**config.mk**
```make
export PLATFORM = sky130hd
export DESIGN_NAME = terl_event_logic
export DESIGN_NICKNAME = d
export VERILOG_FILES = /design/src/hw/terl_event_logic.v
export VERILOG_INCLUDE_DIRS = /design/src /design/src/hw
export SDC_FILE = /design/constraint.sdc
export NUM_CORES = 2
export LEC_CHECK = 0
export BUFFER_PORTS_ARGS = -buffer_cell sky130_fd_sc_hd__buf_2
export CAP_MARGIN = 20
export CORE_MARGIN = 5
export CORE_UTILIZATION = 50
export CTS_CLUSTER_SIZE = 28
export DETAILED_ROUTE_END_ITERATION = 8
export GPL_ROUTABILITY_DRIVEN = 1
export GPL_TIMING_DRIVEN = 0
export PLACE_DENSITY = 0.69
export SYNTH_ARGS = -nofsm -noshare
export SYNTH_HDL_FRONTEND = slang
export SYNTH_SLANG_ARGS = --single-unit
```
**constraint.sdc**
```tcl
create_clock -name ref_clk -period 5.9 [get_ports ref_clk]
set_input_delay 0.59 -clock ref_clk [delete_from_list [all_inputs] [get_ports ref_clk]]
set_output_delay 0.59 -clock ref_clk [all_outputs]
set_load 0.03 [all_outputs]
```
**src/hw/terl_consts.vh**
```
`ifndef TERL_CONSTS_VH
`define TERL_CONSTS_VH

// Channel counts, slots per channel and counter width
`define TERL_NCH        12
`define TERL_NCH_UNIT   6
`define TERL_NSLOT      4
`define TERL_CW         16

// Wishbone address fields (byte address)
`define TERL_AW         9
`define TERL_A_UNIT     8
`define TERL_A_CH_HI    7
`define TERL_A_CH_LO    5
`define TERL_A_REG_HI   4
`define TERL_A_REG_LO   2

// Register index within a channel (byte offset = index * 4)
`define TERL_R_STAT     3'h0
`define TERL_R_EN       3'h1
`define TERL_R_IOC      3'h2
`define TERL_R_MRA      3'h4
`define TERL_R_MRB      3'h5
`define TERL_R_MRC      3'h6
`define TERL_R_MRD      3'h7

// Status / enable bit positions and register widths
`define TERL_B_MA       0
`define TERL_B_OVF      4
`define TERL_B_UNF      5
`define TERL_B_CONV     7
`define TERL_SW         6
`define TERL_EW         8

// I/O control: two level bits per slot, capture-mode bit per slot
`define TERL_IOW        12
`define TERL_IO_CAP     8
`define TERL_IO_NONE    2'h0
`define TERL_IO_LOW     2'h1
`define TERL_IO_HIGH    2'h2
`define TERL_IO_TOGGLE  2'h3

// Reset values
`define TERL_RST_STAT   6'h00
`define TERL_RST_EN     8'h00
`define TERL_RST_IOC    12'h000
`define TERL_RST_MR     16'hFFFF
`define TERL_RST_PIN    4'h0

`endif

```
**src/hw/terl_event_logic.v**
```verilog
// Functional notes
// - Match request asserted while match flag set and its enable is 1.
// - Match request drops as soon as the match flag is cleared.
// - Overflow request asserted while overflow flag set and enabled.
// - Overflow request drops once the overflow flag clears.
// - Underflow request asserted while underflow flag set and enabled.
// - Underflow request drops once the underflow flag clears.
// - Sixteen match sources per unit: four on channels 0,3, two elsewhere.
// - One overflow source on every channel.
// - Underflow sources only on channels 1,2,4,5.
// - Only the A match of each channel can trigger DMA.
// - The A match flag set with conversion enable 1 requests A/D conversion start.
// - Only unit 0 channels drive conversion start requests.
// - Compare match fires at the count update while counter equals register.
// - Compare match drives output pin to configured level.
// - No further compare match until the counter's next input clock.
// - Second unit channels form channels 6 to 11 with same flags.
// - Variant: channels 4 and 5 lack capture; A/B from compare only.
// - Fixed source order within a channel; controller reorders channels.
// - DMA start clears the A flag and request automatically.
`timescale 1ns/1ps
`include "terl_consts.vh"

module terl_event_logic #(
  parameter NO_CAPTURE_45 = 0
) (
  input  wire         ref_clk,
  input  wire         reset,
  input  wire         wb_cyc_i,
  input  wire         wb_stb_i,
  input  wire         wb_we_i,
  input  wire [8:0]   wb_adr_i,
  input  wire [3:0]   wb_sel_i,
  input  wire [31:0]  wb_dat_i,
  output reg  [31:0]  wb_dat_o,
  output wire         wb_ack_o,
  input  wire [191:0] timer_counter,
  input  wire [11:0]  count_tick,
  input  wire [11:0]  overflow_evt,
  input  wire [11:0]  underflow_evt,
  input  wire [47:0]  capture_evt,
  input  wire [11:0]  dma_start,
  output wire [47:0]  match_irq_request,
  output wire [11:0]  overflow_irq_request,
  output wire [11:0]  underflow_irq_request,
  output wire [11:0]  dma_request,
  output wire [5:0]   conversion_start_request,
  output wire [47:0]  compare_output_pin
);

  reg          ack_q;
  wire         acc;
  wire         a_unit;
  wire [2:0]   a_chl;
  wire [3:0]   a_idx;
  wire [2:0]   a_reg;
  wire         a_ok;
  wire         wr;
  wire         rd;
  wire [71:0]  stat_all;
  wire [95:0]  en_all;
  wire [143:0] ioc_all;
  wire [767:0] mr_all;

  assign acc    = wb_cyc_i & wb_stb_i & ~ack_q;
  assign a_unit = wb_adr_i[`TERL_A_UNIT];
  assign a_chl  = wb_adr_i[`TERL_A_CH_HI:`TERL_A_CH_LO];
  assign a_reg  = wb_adr_i[`TERL_A_REG_HI:`TERL_A_REG_LO];
  assign a_ok   = (a_chl < 3'h6);
  assign a_idx  = a_unit ? ({1'b0, a_chl} + 4'h6) : {1'b0, a_chl};
  assign wr     = acc & wb_we_i & a_ok;
  assign rd     = acc & ~wb_we_i & a_ok;
  assign wb_ack_o = ack_q;

  // One-wait-state classic slave; unmapped reads return zero
  always @(posedge ref_clk) begin
    if (reset) begin
      ack_q    <= 1'b0;
      wb_dat_o <= 32'h00000000;
    end else begin
      ack_q <= acc;
      if (acc) begin
        wb_dat_o <= 32'h00000000;
        if (rd) begin
          case (a_reg)
            `TERL_R_STAT:
              wb_dat_o[`TERL_SW-1:0] <= stat_all[a_idx*`TERL_SW +: `TERL_SW];
            `TERL_R_EN:
              wb_dat_o[`TERL_EW-1:0] <= en_all[a_idx*`TERL_EW +: `TERL_EW];
            `TERL_R_IOC:
              wb_dat_o[`TERL_IOW-1:0] <=
                ioc_all[a_idx*`TERL_IOW +: `TERL_IOW];
            `TERL_R_MRA, `TERL_R_MRB, `TERL_R_MRC, `TERL_R_MRD:
              wb_dat_o[`TERL_CW-1:0] <=
                mr_all[({a_idx, a_reg[1:0]})*`TERL_CW +: `TERL_CW];
            default:
              wb_dat_o <= 32'h00000000;
          endcase
        end
      end
    end
  end

  genvar c;
  genvar s;
  generate
    for (c = 0; c < `TERL_NCH; c = c + 1) begin : g_ch
      localparam integer CI = c;
      localparam integer LC = c % `TERL_NCH_UNIT;
      localparam HAS_CD  = (LC == 0) || (LC == 3);
      localparam HAS_UNF = !HAS_CD;
      localparam CAP_OK  = !(NO_CAPTURE_45 && (LC == 4 || LC == 5));
      localparam [3:0] SLOT_MASK = HAS_CD ? 4'hF : 4'h3;

      reg  [`TERL_SW-1:0]  stat_q;
      reg  [`TERL_SW-1:0]  stat_d;
      reg  [`TERL_SW-1:0]  arm_q;
      reg  [`TERL_EW-1:0]  en_q;
      reg  [`TERL_IOW-1:0] ioc_q;
      wire [3:0]           ma_evt;
      wire [`TERL_SW-1:0]  set_v;
      wire [`TERL_SW-1:0]  clr_v;
      wire                 me;
      wire [`TERL_CW-1:0]  cnt;

      assign me  = (a_idx == CI[3:0]);
      assign cnt = timer_counter[c*`TERL_CW +: `TERL_CW];

      for (s = 0; s < `TERL_NSLOT; s = s + 1) begin : g_slot
        localparam integer RI = `TERL_R_MRA + s;
        localparam EXIST = SLOT_MASK[s];
        reg  [`TERL_CW-1:0] mr_q;
        reg                 pin_q;
        wire cap_mode;
        wire mr_wr;
        wire cmp_hit;
        wire cap_hit;

        assign cap_mode = CAP_OK & ioc_q[`TERL_IO_CAP + s];
        assign mr_wr    = wr & me & (a_reg == RI[2:0]) &
                          (wb_sel_i[1:0] != 2'h0);
        // Match on the update tick; a same-cycle register write wins
        assign cmp_hit  = EXIST & ~cap_mode & count_tick[c] &
                          (cnt == mr_q) & ~mr_wr;
        assign cap_hit  = EXIST & cap_mode & capture_evt[c*4 + s];
        assign ma_evt[s] = cmp_hit | cap_hit;
        assign mr_all[(c*4+s)*`TERL_CW +: `TERL_CW] =
          EXIST ? mr_q : 16'h0000;

        always @(posedge ref_clk) begin
          if (reset) begin
            mr_q <= `TERL_RST_MR;
          end else if (cap_hit) begin
            mr_q <= cnt;
          end else if (mr_wr) begin
            if (wb_sel_i[0])
              mr_q[7:0] <= wb_dat_i[7:0];
            if (wb_sel_i[1])
              mr_q[15:8] <= wb_dat_i[15:8];
          end
        end

        always @(posedge ref_clk) begin
          if (reset) begin
            pin_q <= 1'b0;
          end else if (cmp_hit) begin
            case (ioc_q[2*s +: 2])
              `TERL_IO_LOW:    pin_q <= 1'b0;
              `TERL_IO_HIGH:   pin_q <= 1'b1;
              `TERL_IO_TOGGLE: pin_q <= ~pin_q;
              default:         pin_q <= pin_q;
            endcase
          end
        end

        assign match_irq_request[c*4 + s] =
          stat_q[s] & en_q[s];
        assign compare_output_pin[c*4 + s] = pin_q;
      end

      // Flags set regardless of enables; source set beats any clear
      assign set_v = {underflow_evt[c] & HAS_UNF, overflow_evt[c],
                      ma_evt & SLOT_MASK};
      assign clr_v = ({`TERL_SW{wr & me & (a_reg == `TERL_R_STAT) &
                       wb_sel_i[0]}} & arm_q &
                      ~wb_dat_i[`TERL_SW-1:0]) |
                     {{(`TERL_SW-1){1'b0}}, dma_start[c]};

      always @* begin
        stat_d = set_v | (stat_q & ~clr_v);
      end

      always @(posedge ref_clk) begin
        if (reset) begin
          stat_q <= `TERL_RST_STAT;
          arm_q  <= `TERL_RST_STAT;
          en_q   <= `TERL_RST_EN;
          ioc_q  <= `TERL_RST_IOC;
        end else begin
          stat_q <= stat_d;
          if (rd & me & (a_reg == `TERL_R_STAT))
            arm_q <= stat_q;
          else
            arm_q <= arm_q & stat_d;
          if (wr & me & (a_reg == `TERL_R_EN) & wb_sel_i[0])
            en_q <= wb_dat_i[`TERL_EW-1:0] &
                    {1'b1, 1'b0, HAS_UNF[0], 1'b1, SLOT_MASK};
          if (wr & me & (a_reg == `TERL_R_IOC)) begin
            if (wb_sel_i[0])
              ioc_q[7:0] <= wb_dat_i[7:0];
            if (wb_sel_i[1])
              ioc_q[11:8] <= wb_dat_i[11:8] & SLOT_MASK;
          end
        end
      end

      assign stat_all[c*`TERL_SW +: `TERL_SW]   = stat_q;
      assign en_all[c*`TERL_EW +: `TERL_EW]     = en_q;
      assign ioc_all[c*`TERL_IOW +: `TERL_IOW]  = ioc_q;

      assign overflow_irq_request[c] =
        stat_q[`TERL_B_OVF] & en_q[`TERL_B_OVF];
      assign underflow_irq_request[c] =
        stat_q[`TERL_B_UNF] & en_q[`TERL_B_UNF];
      // DMA from the A match only, cleared through dma_start
      assign dma_request[c] =
        stat_q[`TERL_B_MA] & en_q[`TERL_B_MA];
      if (c < `TERL_NCH_UNIT) begin : g_conv
        // Converter side decides whether to act on it
        assign conversion_start_request[c] =
          stat_q[`TERL_B_MA] & en_q[`TERL_B_CONV];
      end
    end
  endgenerate

endmodule // terl_event_logic

```
Word level (Yosys, flattened, before mapping)
Index checks and enable logic that the tools add are counted.
- register bits: 913
- word-level logic and storage cells: 1246
- bits in read-only memories: 0
- output and inout bits: 171
- bits of input ports: 338
- bits in latches: 0
- memories kept: 0
- RAM bits: 0
- mux-type cells: 116
- $mul: 2
- shift operators: 4
- add/sub/neg operators: 1
- equal/unequal tests: 145
- bitwise operators: 567
- order comparisons: 1
- reduce and logical (&&, ||, !) cells: 252
- divide/modulo/power cells: 0
- operator list (operator ; count):
    2-to-1 mux 16 bit ; 65
    variable part select 768 x 11 -> 16 bit ; 1
    equality test 16 bit ; 32
    AND 1 bit ; 352
    AND 6 bit ; 48
    AND reduction 2 bit ; 120
    nonzero test 2 bit ; 97
    variable part select 144 x 9 -> 12 bit ; 1
    equality test 2 bit (second input constant) ; 64
    inverter 1 bit ; 98
    one-hot mux 1 bit (3 select lines) ; 32
    nonzero test 3 bit ; 32
    variable part select 96 x 8 -> 8 bit ; 1
    inverter 6 bit ; 13
    2-to-1 mux 6 bit ; 12
    OR 6 x 1 -> 6 bit ; 12
    variable part select 72 x 8 -> 6 bit ; 1
    equality test 2 x 1 -> 1 bit (second input constant) ; 32
    OR 6 bit ; 8
    OR 1 bit ; 32
    OR 5 x 6 -> 6 bit ; 4
    one-hot mux 6 bit (4 select lines) ; 1
    equality test 4 x 3 -> 1 bit (second input constant) ; 4
    equality test 4 bit (second input constant) ; 4
    other kinds (15) ; 22

Depth between registers and ports, before layout
- depth in word-level cells: 15
- gate-level depth with buffers: 13
- mapped depth without buffers: 8

Worst setup path before layout
No wires, ideal clock.
- path type: in2reg
- start: in wb_adr_i[6]
- end: reg g_ch[8].g_slot[0].mr_q[15]
- stages: 12
- arrival time: 3.032 ns
- required time: 5.777 ns
- path slack: 2.744 ns
- cells stage by stage: buf_2 > inv_1 > ha_1 > clkbuf_1 > and3b_1 > buf_2 > nand3_1 > buf_2 > o31ai_2 > buf_2 > a31oi_1 > or2_2
- word-level cells in the longest chain between the ends: 8
- elaborated cells between the ends (all ways): 10
- ends and longest elaborated chain (what ; line ; text):
    start: declaration ; terl_event_logic.v:32 ; input wire [8:0] wb_adr_i,
    adder 3 x 3 -> 4 bit ; terl_event_logic.v:70 ; assign a_idx = a_unit ? ({1'b0, a_chl} + 4'h6) : {1'b0, a_chl};
    2-to-1 mux 4 bit ; terl_event_logic.v:70 ;
    equality test 4 bit ; terl_event_logic.v:126 ; assign me = (a_idx == CI[3:0]);
    AND 1 bit * (3 in series) ; terl_event_logic.v:140 ; assign mr_wr = wr & me & (a_reg == RI[2:0]) &
    nonzero test 2 bit (no source line) * ; - ;
    AND reduction 2 bit (no source line) * ; - ;
    end signal: assignment ; terl_event_logic.v:152 ; mr_q <= `TERL_RST_MR;
    end signal: assignment ; terl_event_logic.v:154 ; mr_q <= cnt;
    end signal: assignment ; terl_event_logic.v:159 ; mr_q[15:8] <= wb_dat_i[15:8];
    end: declaration ; terl_event_logic.v:132 ; reg [`TERL_CW-1:0] mr_q;
Mark *: on every way between the ends. The rest lies on a longest branch, timed or not.
A chain may end at the register's enable or synchronous reset.

Worst setup path after layout
- start: in wb_adr_i[2]
- end: reg g_ch[0].arm_q[3]
- word-level cells in the longest chain between the ends: 11
- elaborated cells between the ends (all ways): 18
- ends and longest elaborated chain (what ; line ; text):
    zero test 3 bit (no source line) ; - ;
    AND 1 bit (2 in series) ; terl_event_logic.v:184 ; assign clr_v = ({`TERL_SW{wr & me & (a_reg == `TERL_R_STAT) &
    AND 6 bit (2 in series) ; terl_event_logic.v:184 ;
    OR 6 x 1 -> 6 bit ; terl_event_logic.v:184 ;
    inverter 6 bit ; terl_event_logic.v:190 ; stat_d = set_v | (stat_q & ~clr_v);
    AND 6 bit ; terl_event_logic.v:190 ;
    OR 5 x 6 -> 6 bit ; terl_event_logic.v:190 ;
    AND 6 bit ; terl_event_logic.v:204 ; arm_q <= arm_q & stat_d;
    2-to-1 mux 6 bit * ; terl_event_logic.v:201 ; if (rd & me & (a_reg == `TERL_R_STAT))
    end signal: assignment ; terl_event_logic.v:196 ; arm_q <= `TERL_RST_STAT;
    end signal: assignment ; terl_event_logic.v:202 ; arm_q <= stat_q;
    end signal: assignment ; terl_event_logic.v:204 ;
    end: declaration ; terl_event_logic.v:117 ; reg [`TERL_SW-1:0] arm_q;
Marked as above.

==> results_dict.tcl <==
set metrics [dict create \
    outcome "finished, violations left" \
    failed_checks "design-rule violations" \
    cts_setup_buffers 0 \
    netlist.top_cell.by_area "sky130_fd_sc_hd__dfxtp_1" \
    finalWorstPathRequiredPeriod_ns 5.377 \
    final_common_cell "sky130_fd_sc_hd__nand2_1" \
    synth_seq_area_share_pct 33.13 \
    fmax_ghz 0.1860 \
    period_share_pct 91.14 \
    post_synth.cell_area_avg_um2 7.695 \
    die_area_um2 115100 \
    critPathKind "in2reg" \
    tightest_slew_ns 1.409 \
    number_of_antenna_violations_at_the_first_check_in_global_routing 67 \
    ys_async_sr_fraction_pct 0 \
    setup_viol 0 \
    ys_ff_latch 897 \
    hold_path_class "in2reg" \
    unrepaired_setup_endpoints_after_global_routing "no" \
    dr.first_iter.drc_count 11900 \
    clock_path_buffers 3 \
    finish.instance_area_um2 62330 \
    route.detailed.wl_per_inst_um 36.66 \
    maximum_number_of_pins_on_one_net_before_global_route_repair 15 \
    dp_slack_ns 0.5012 \
    port_buffers 335 \
    remaining_drc_errors 1 \
    clk_root_buffer_cell "sky130_fd_sc_hd__clkbuf_16" \
    hpwlAfterDp_um 258000 \
    mostFrequentLayoutCells "1367 x sky130_fd_sc_hd__nand2_1, 897 x sky130_fd_sc_hd__dfxtp_1, 685 x sky130_fd_sc_hd__o21ai_0" \
    totalNegativeSetupSlack_ns 0 \
    worst_slack_ns 0.5228 \
    cts_hold_repair.buffers 0 \
    dr.pass1.iters 9 \
    cts_resized 0 \
    post_synth_num_cell_types 86 \
    via_count 63150 \
    finalWirelength_um 334800 \
    leakage_nw 22.10 \
    count_of_flip_flops_with_a_built_in_enable_after_synthesis 0 \
    finClkSkew_ns 0.02954 \
    track_usage_pct 55.01 \
    die_width_um 339.3 \
    pin_count 509 \
    vdd_ir_max_uv 300.2 \
    areal_power_density_over_the_cells_nw_per_um2 244.3 \
    synthesis.instances 7044 \
    post-synth-top-area-fraction_pct 33.13 \
    worstSkewPairLatency_ns 0.76 \
    tritoncts "built" \
    sinks_on_clock_net 897 \
    gp_congestion 1.147 \
    cp_data_arrival_time_ns 6.02 \
    whs_ns 0.07642 \
    drv_slew 0 \
    num-nets-final 7930 \
    timing.final.hold_violations 0 \
    initial_core_utilization_pct 50.49 \
    routed_via_density 6.915 \
    drv_cap 0 \
    startpoint_type "primary input" \
    place_area_um2 58480 \
    timing.slew.headroom_pct 6.083 \
    synthTopCellsByArea "sky130_fd_sc_hd__dfxtp_1 33%, sky130_fd_sc_hd__nand2_1 9.5%, sky130_fd_sc_hd__o21ai_0 6.3%, sky130_fd_sc_hd__nand2b_1 6.0%, sky130_fd_sc_hd__nand3_1 5.4%" \
    critPathRequiredTime_ns 6.55 \
    area_delta_synth_final_pct 14.98 \
    number_of_buffers_inserted_during_clock_tree_synthesis 101 \
    share_of_post_route_cells_with_drive_strength_above_1_pct 14.11 \
    synth-warning-count 0 \
    worstPathMaxFanout 11 \
    grt_first_pass_wirelength_um 448300 \
    die_height_um 339.3 \
    overflow 0 \
    synth_area_um2 54210 \
    placeableCoreArea_um2 107400 \
    clk_pin_slew_worst_paths_ns 0.07 \
    route.antenna.remaining_nets 0 \
    maximum_level_of_the_cts_h_tree 3 \
    worst_setup_path_end_kind "register" \
    synth-main-ff-cell "sky130_fd_sc_hd__dfxtp_1" \
    first_global_vias 56900 \
    floorplan.rows 120 \
]
-- worst paths after layout --
check / from / end / slack [ns] / cells after the start
max: wb_adr_i[2] / g_ch[0].arm_q[3] / 0.52 / 9
min: overflow_evt[7] / g_ch[7].stat_q[4] / 0.08 / 3
max reg2reg: wb_ack_o / g_ch[0].arm_q[0] / 1.53 / 7
min reg2reg: g_ch[10].arm_q[2] / g_ch[10].stat_q[2] / 0.42 / 1
-- routing by layer --
| metal | GRT usage [%] | vias up | routed length, µm |
|---|---|---|---|
| li1 | - | 25240 | - |
| met1 | 66.01 | 29810 | 114200 |
| met2 | 73.51 | 6254 | 124700 |
| met3 | 27.60 | 1814 | 58890 |
| met4 | 43.47 | 29 | 36220 |
| met5 | 2.417 | - | 719 |
-- cell type report --
cell class	count	area (µm²)
repair buffers	392	2480
inverters	74	277.8
clock inverters	42	581.8
flip-flops and latches	897	17960
diodes	56	140.1
clock buffers	145	2945
multi-input cells	5439	33020
plain buffers	685	3172
well taps	1403	1755
fillers	10280	45030
-- cell usage after synthesis (14+ instances only) --
library cell               count
sky130_fd_sc_hd__nand2_1    1367
sky130_fd_sc_hd__dfxtp_1     897
sky130_fd_sc_hd__o21ai_0     685
sky130_fd_sc_hd__nand3_1     588
sky130_fd_sc_hd__nand2b_1    521
sky130_fd_sc_hd__clkbuf_1    455
sky130_fd_sc_hd__a21oi_1     328
sky130_fd_sc_hd__xnor2_1     304
sky130_fd_sc_hd__xor2_1      208
sky130_fd_sc_hd__nor2_1      197
sky130_fd_sc_hd__mux2i_1     143
sky130_fd_sc_hd__mux4_2      121
sky130_fd_sc_hd__buf_4       113
sky130_fd_sc_hd__nor3_1      102
sky130_fd_sc_hd__and2_1       98
sky130_fd_sc_hd__buf_2        93
sky130_fd_sc_hd__inv_1        73
sky130_fd_sc_hd__nand4_1      69
sky130_fd_sc_hd__a31oi_1      64
sky130_fd_sc_hd__o31ai_2      59
sky130_fd_sc_hd__nor4_1       44
sky130_fd_sc_hd__or2_2        40
sky130_fd_sc_hd__o31ai_1      39
sky130_fd_sc_hd__a22oi_1      29
sky130_fd_sc_hd__nand3b_1     27
sky130_fd_sc_hd__or3b_2       26
sky130_fd_sc_hd__o211ai_1     22
sky130_fd_sc_hd__nor4b_1      20
sky130_fd_sc_hd__buf_1        17
sky130_fd_sc_hd__o21a_1       17
sky130_fd_sc_hd__o22ai_1      17
sky130_fd_sc_hd__a32oi_1      15
sky130_fd_sc_hd__nand4b_1     15
sky130_fd_sc_hd__a32o_1       14
-- kinds of logic (layout without fill, tap and decap cells) --
group	after synthesis	in the layout	synth area share (%)
compound gates	1418	1418	15.74
xor+xnor	514	514	8.353
fa+ha+maj	2	2	0.04616
buf+inv	759	1338	6.350
flops	897	897	33.13
mux	276	276	7.917
other cells	1	108	0.006918
simple gates	3177	3177	28.46
-- registers in the layout (all words and copies together), names as in the netlist --
signal	count
g_ch.g_slot.mr_q	512
g_ch.en_q	64
wb_ack_o	1
g_ch.g_slot.pin_q	32
wb_dat_o	16
g_ch.arm_q	72
g_ch.stat_q	72
g_ch.ioc_q	128
-- where the power goes --
group | internal (W) | switching, W
combinational | 0.000541 | 0.00165
sequential | 0.00607 | 0.0000248
clock | 0.00396 | 0.00298
total | 0.0106 | 0.00465
-- worst max-delay path, stage by stage --
cell,delay [ns]
sky130_fd_sc_hd__buf_2,0.25
sky130_fd_sc_hd__buf_4,0.40
sky130_fd_sc_hd__buf_4,0.46
sky130_fd_sc_hd__buf_4,0.57
sky130_fd_sc_hd__buf_2,0.62
sky130_fd_sc_hd__nand3_1,1.09
sky130_fd_sc_hd__o211ai_1,1.46
sky130_fd_sc_hd__nand3_1,0.20
sky130_fd_sc_hd__a32o_1,0.31
-- metrics by stage --
| step | cells | total power (W) | util (%) |
|---|---|---|---|
| floorplan | 7095 | 0.007145 | - |
| finish | 9133 | 0.01523 | 58.06 |
| global route | 9089 | 0.01526 | 57.96 |
| global placement | 8833 | 0.008142 | 53.87 |
| CTS | 9065 | 0.01489 | 57.76 |
| detailed placement | 8878 | 0.008186 | 54.47 |
Note: power is estimated with default switching activity, not from simulation.
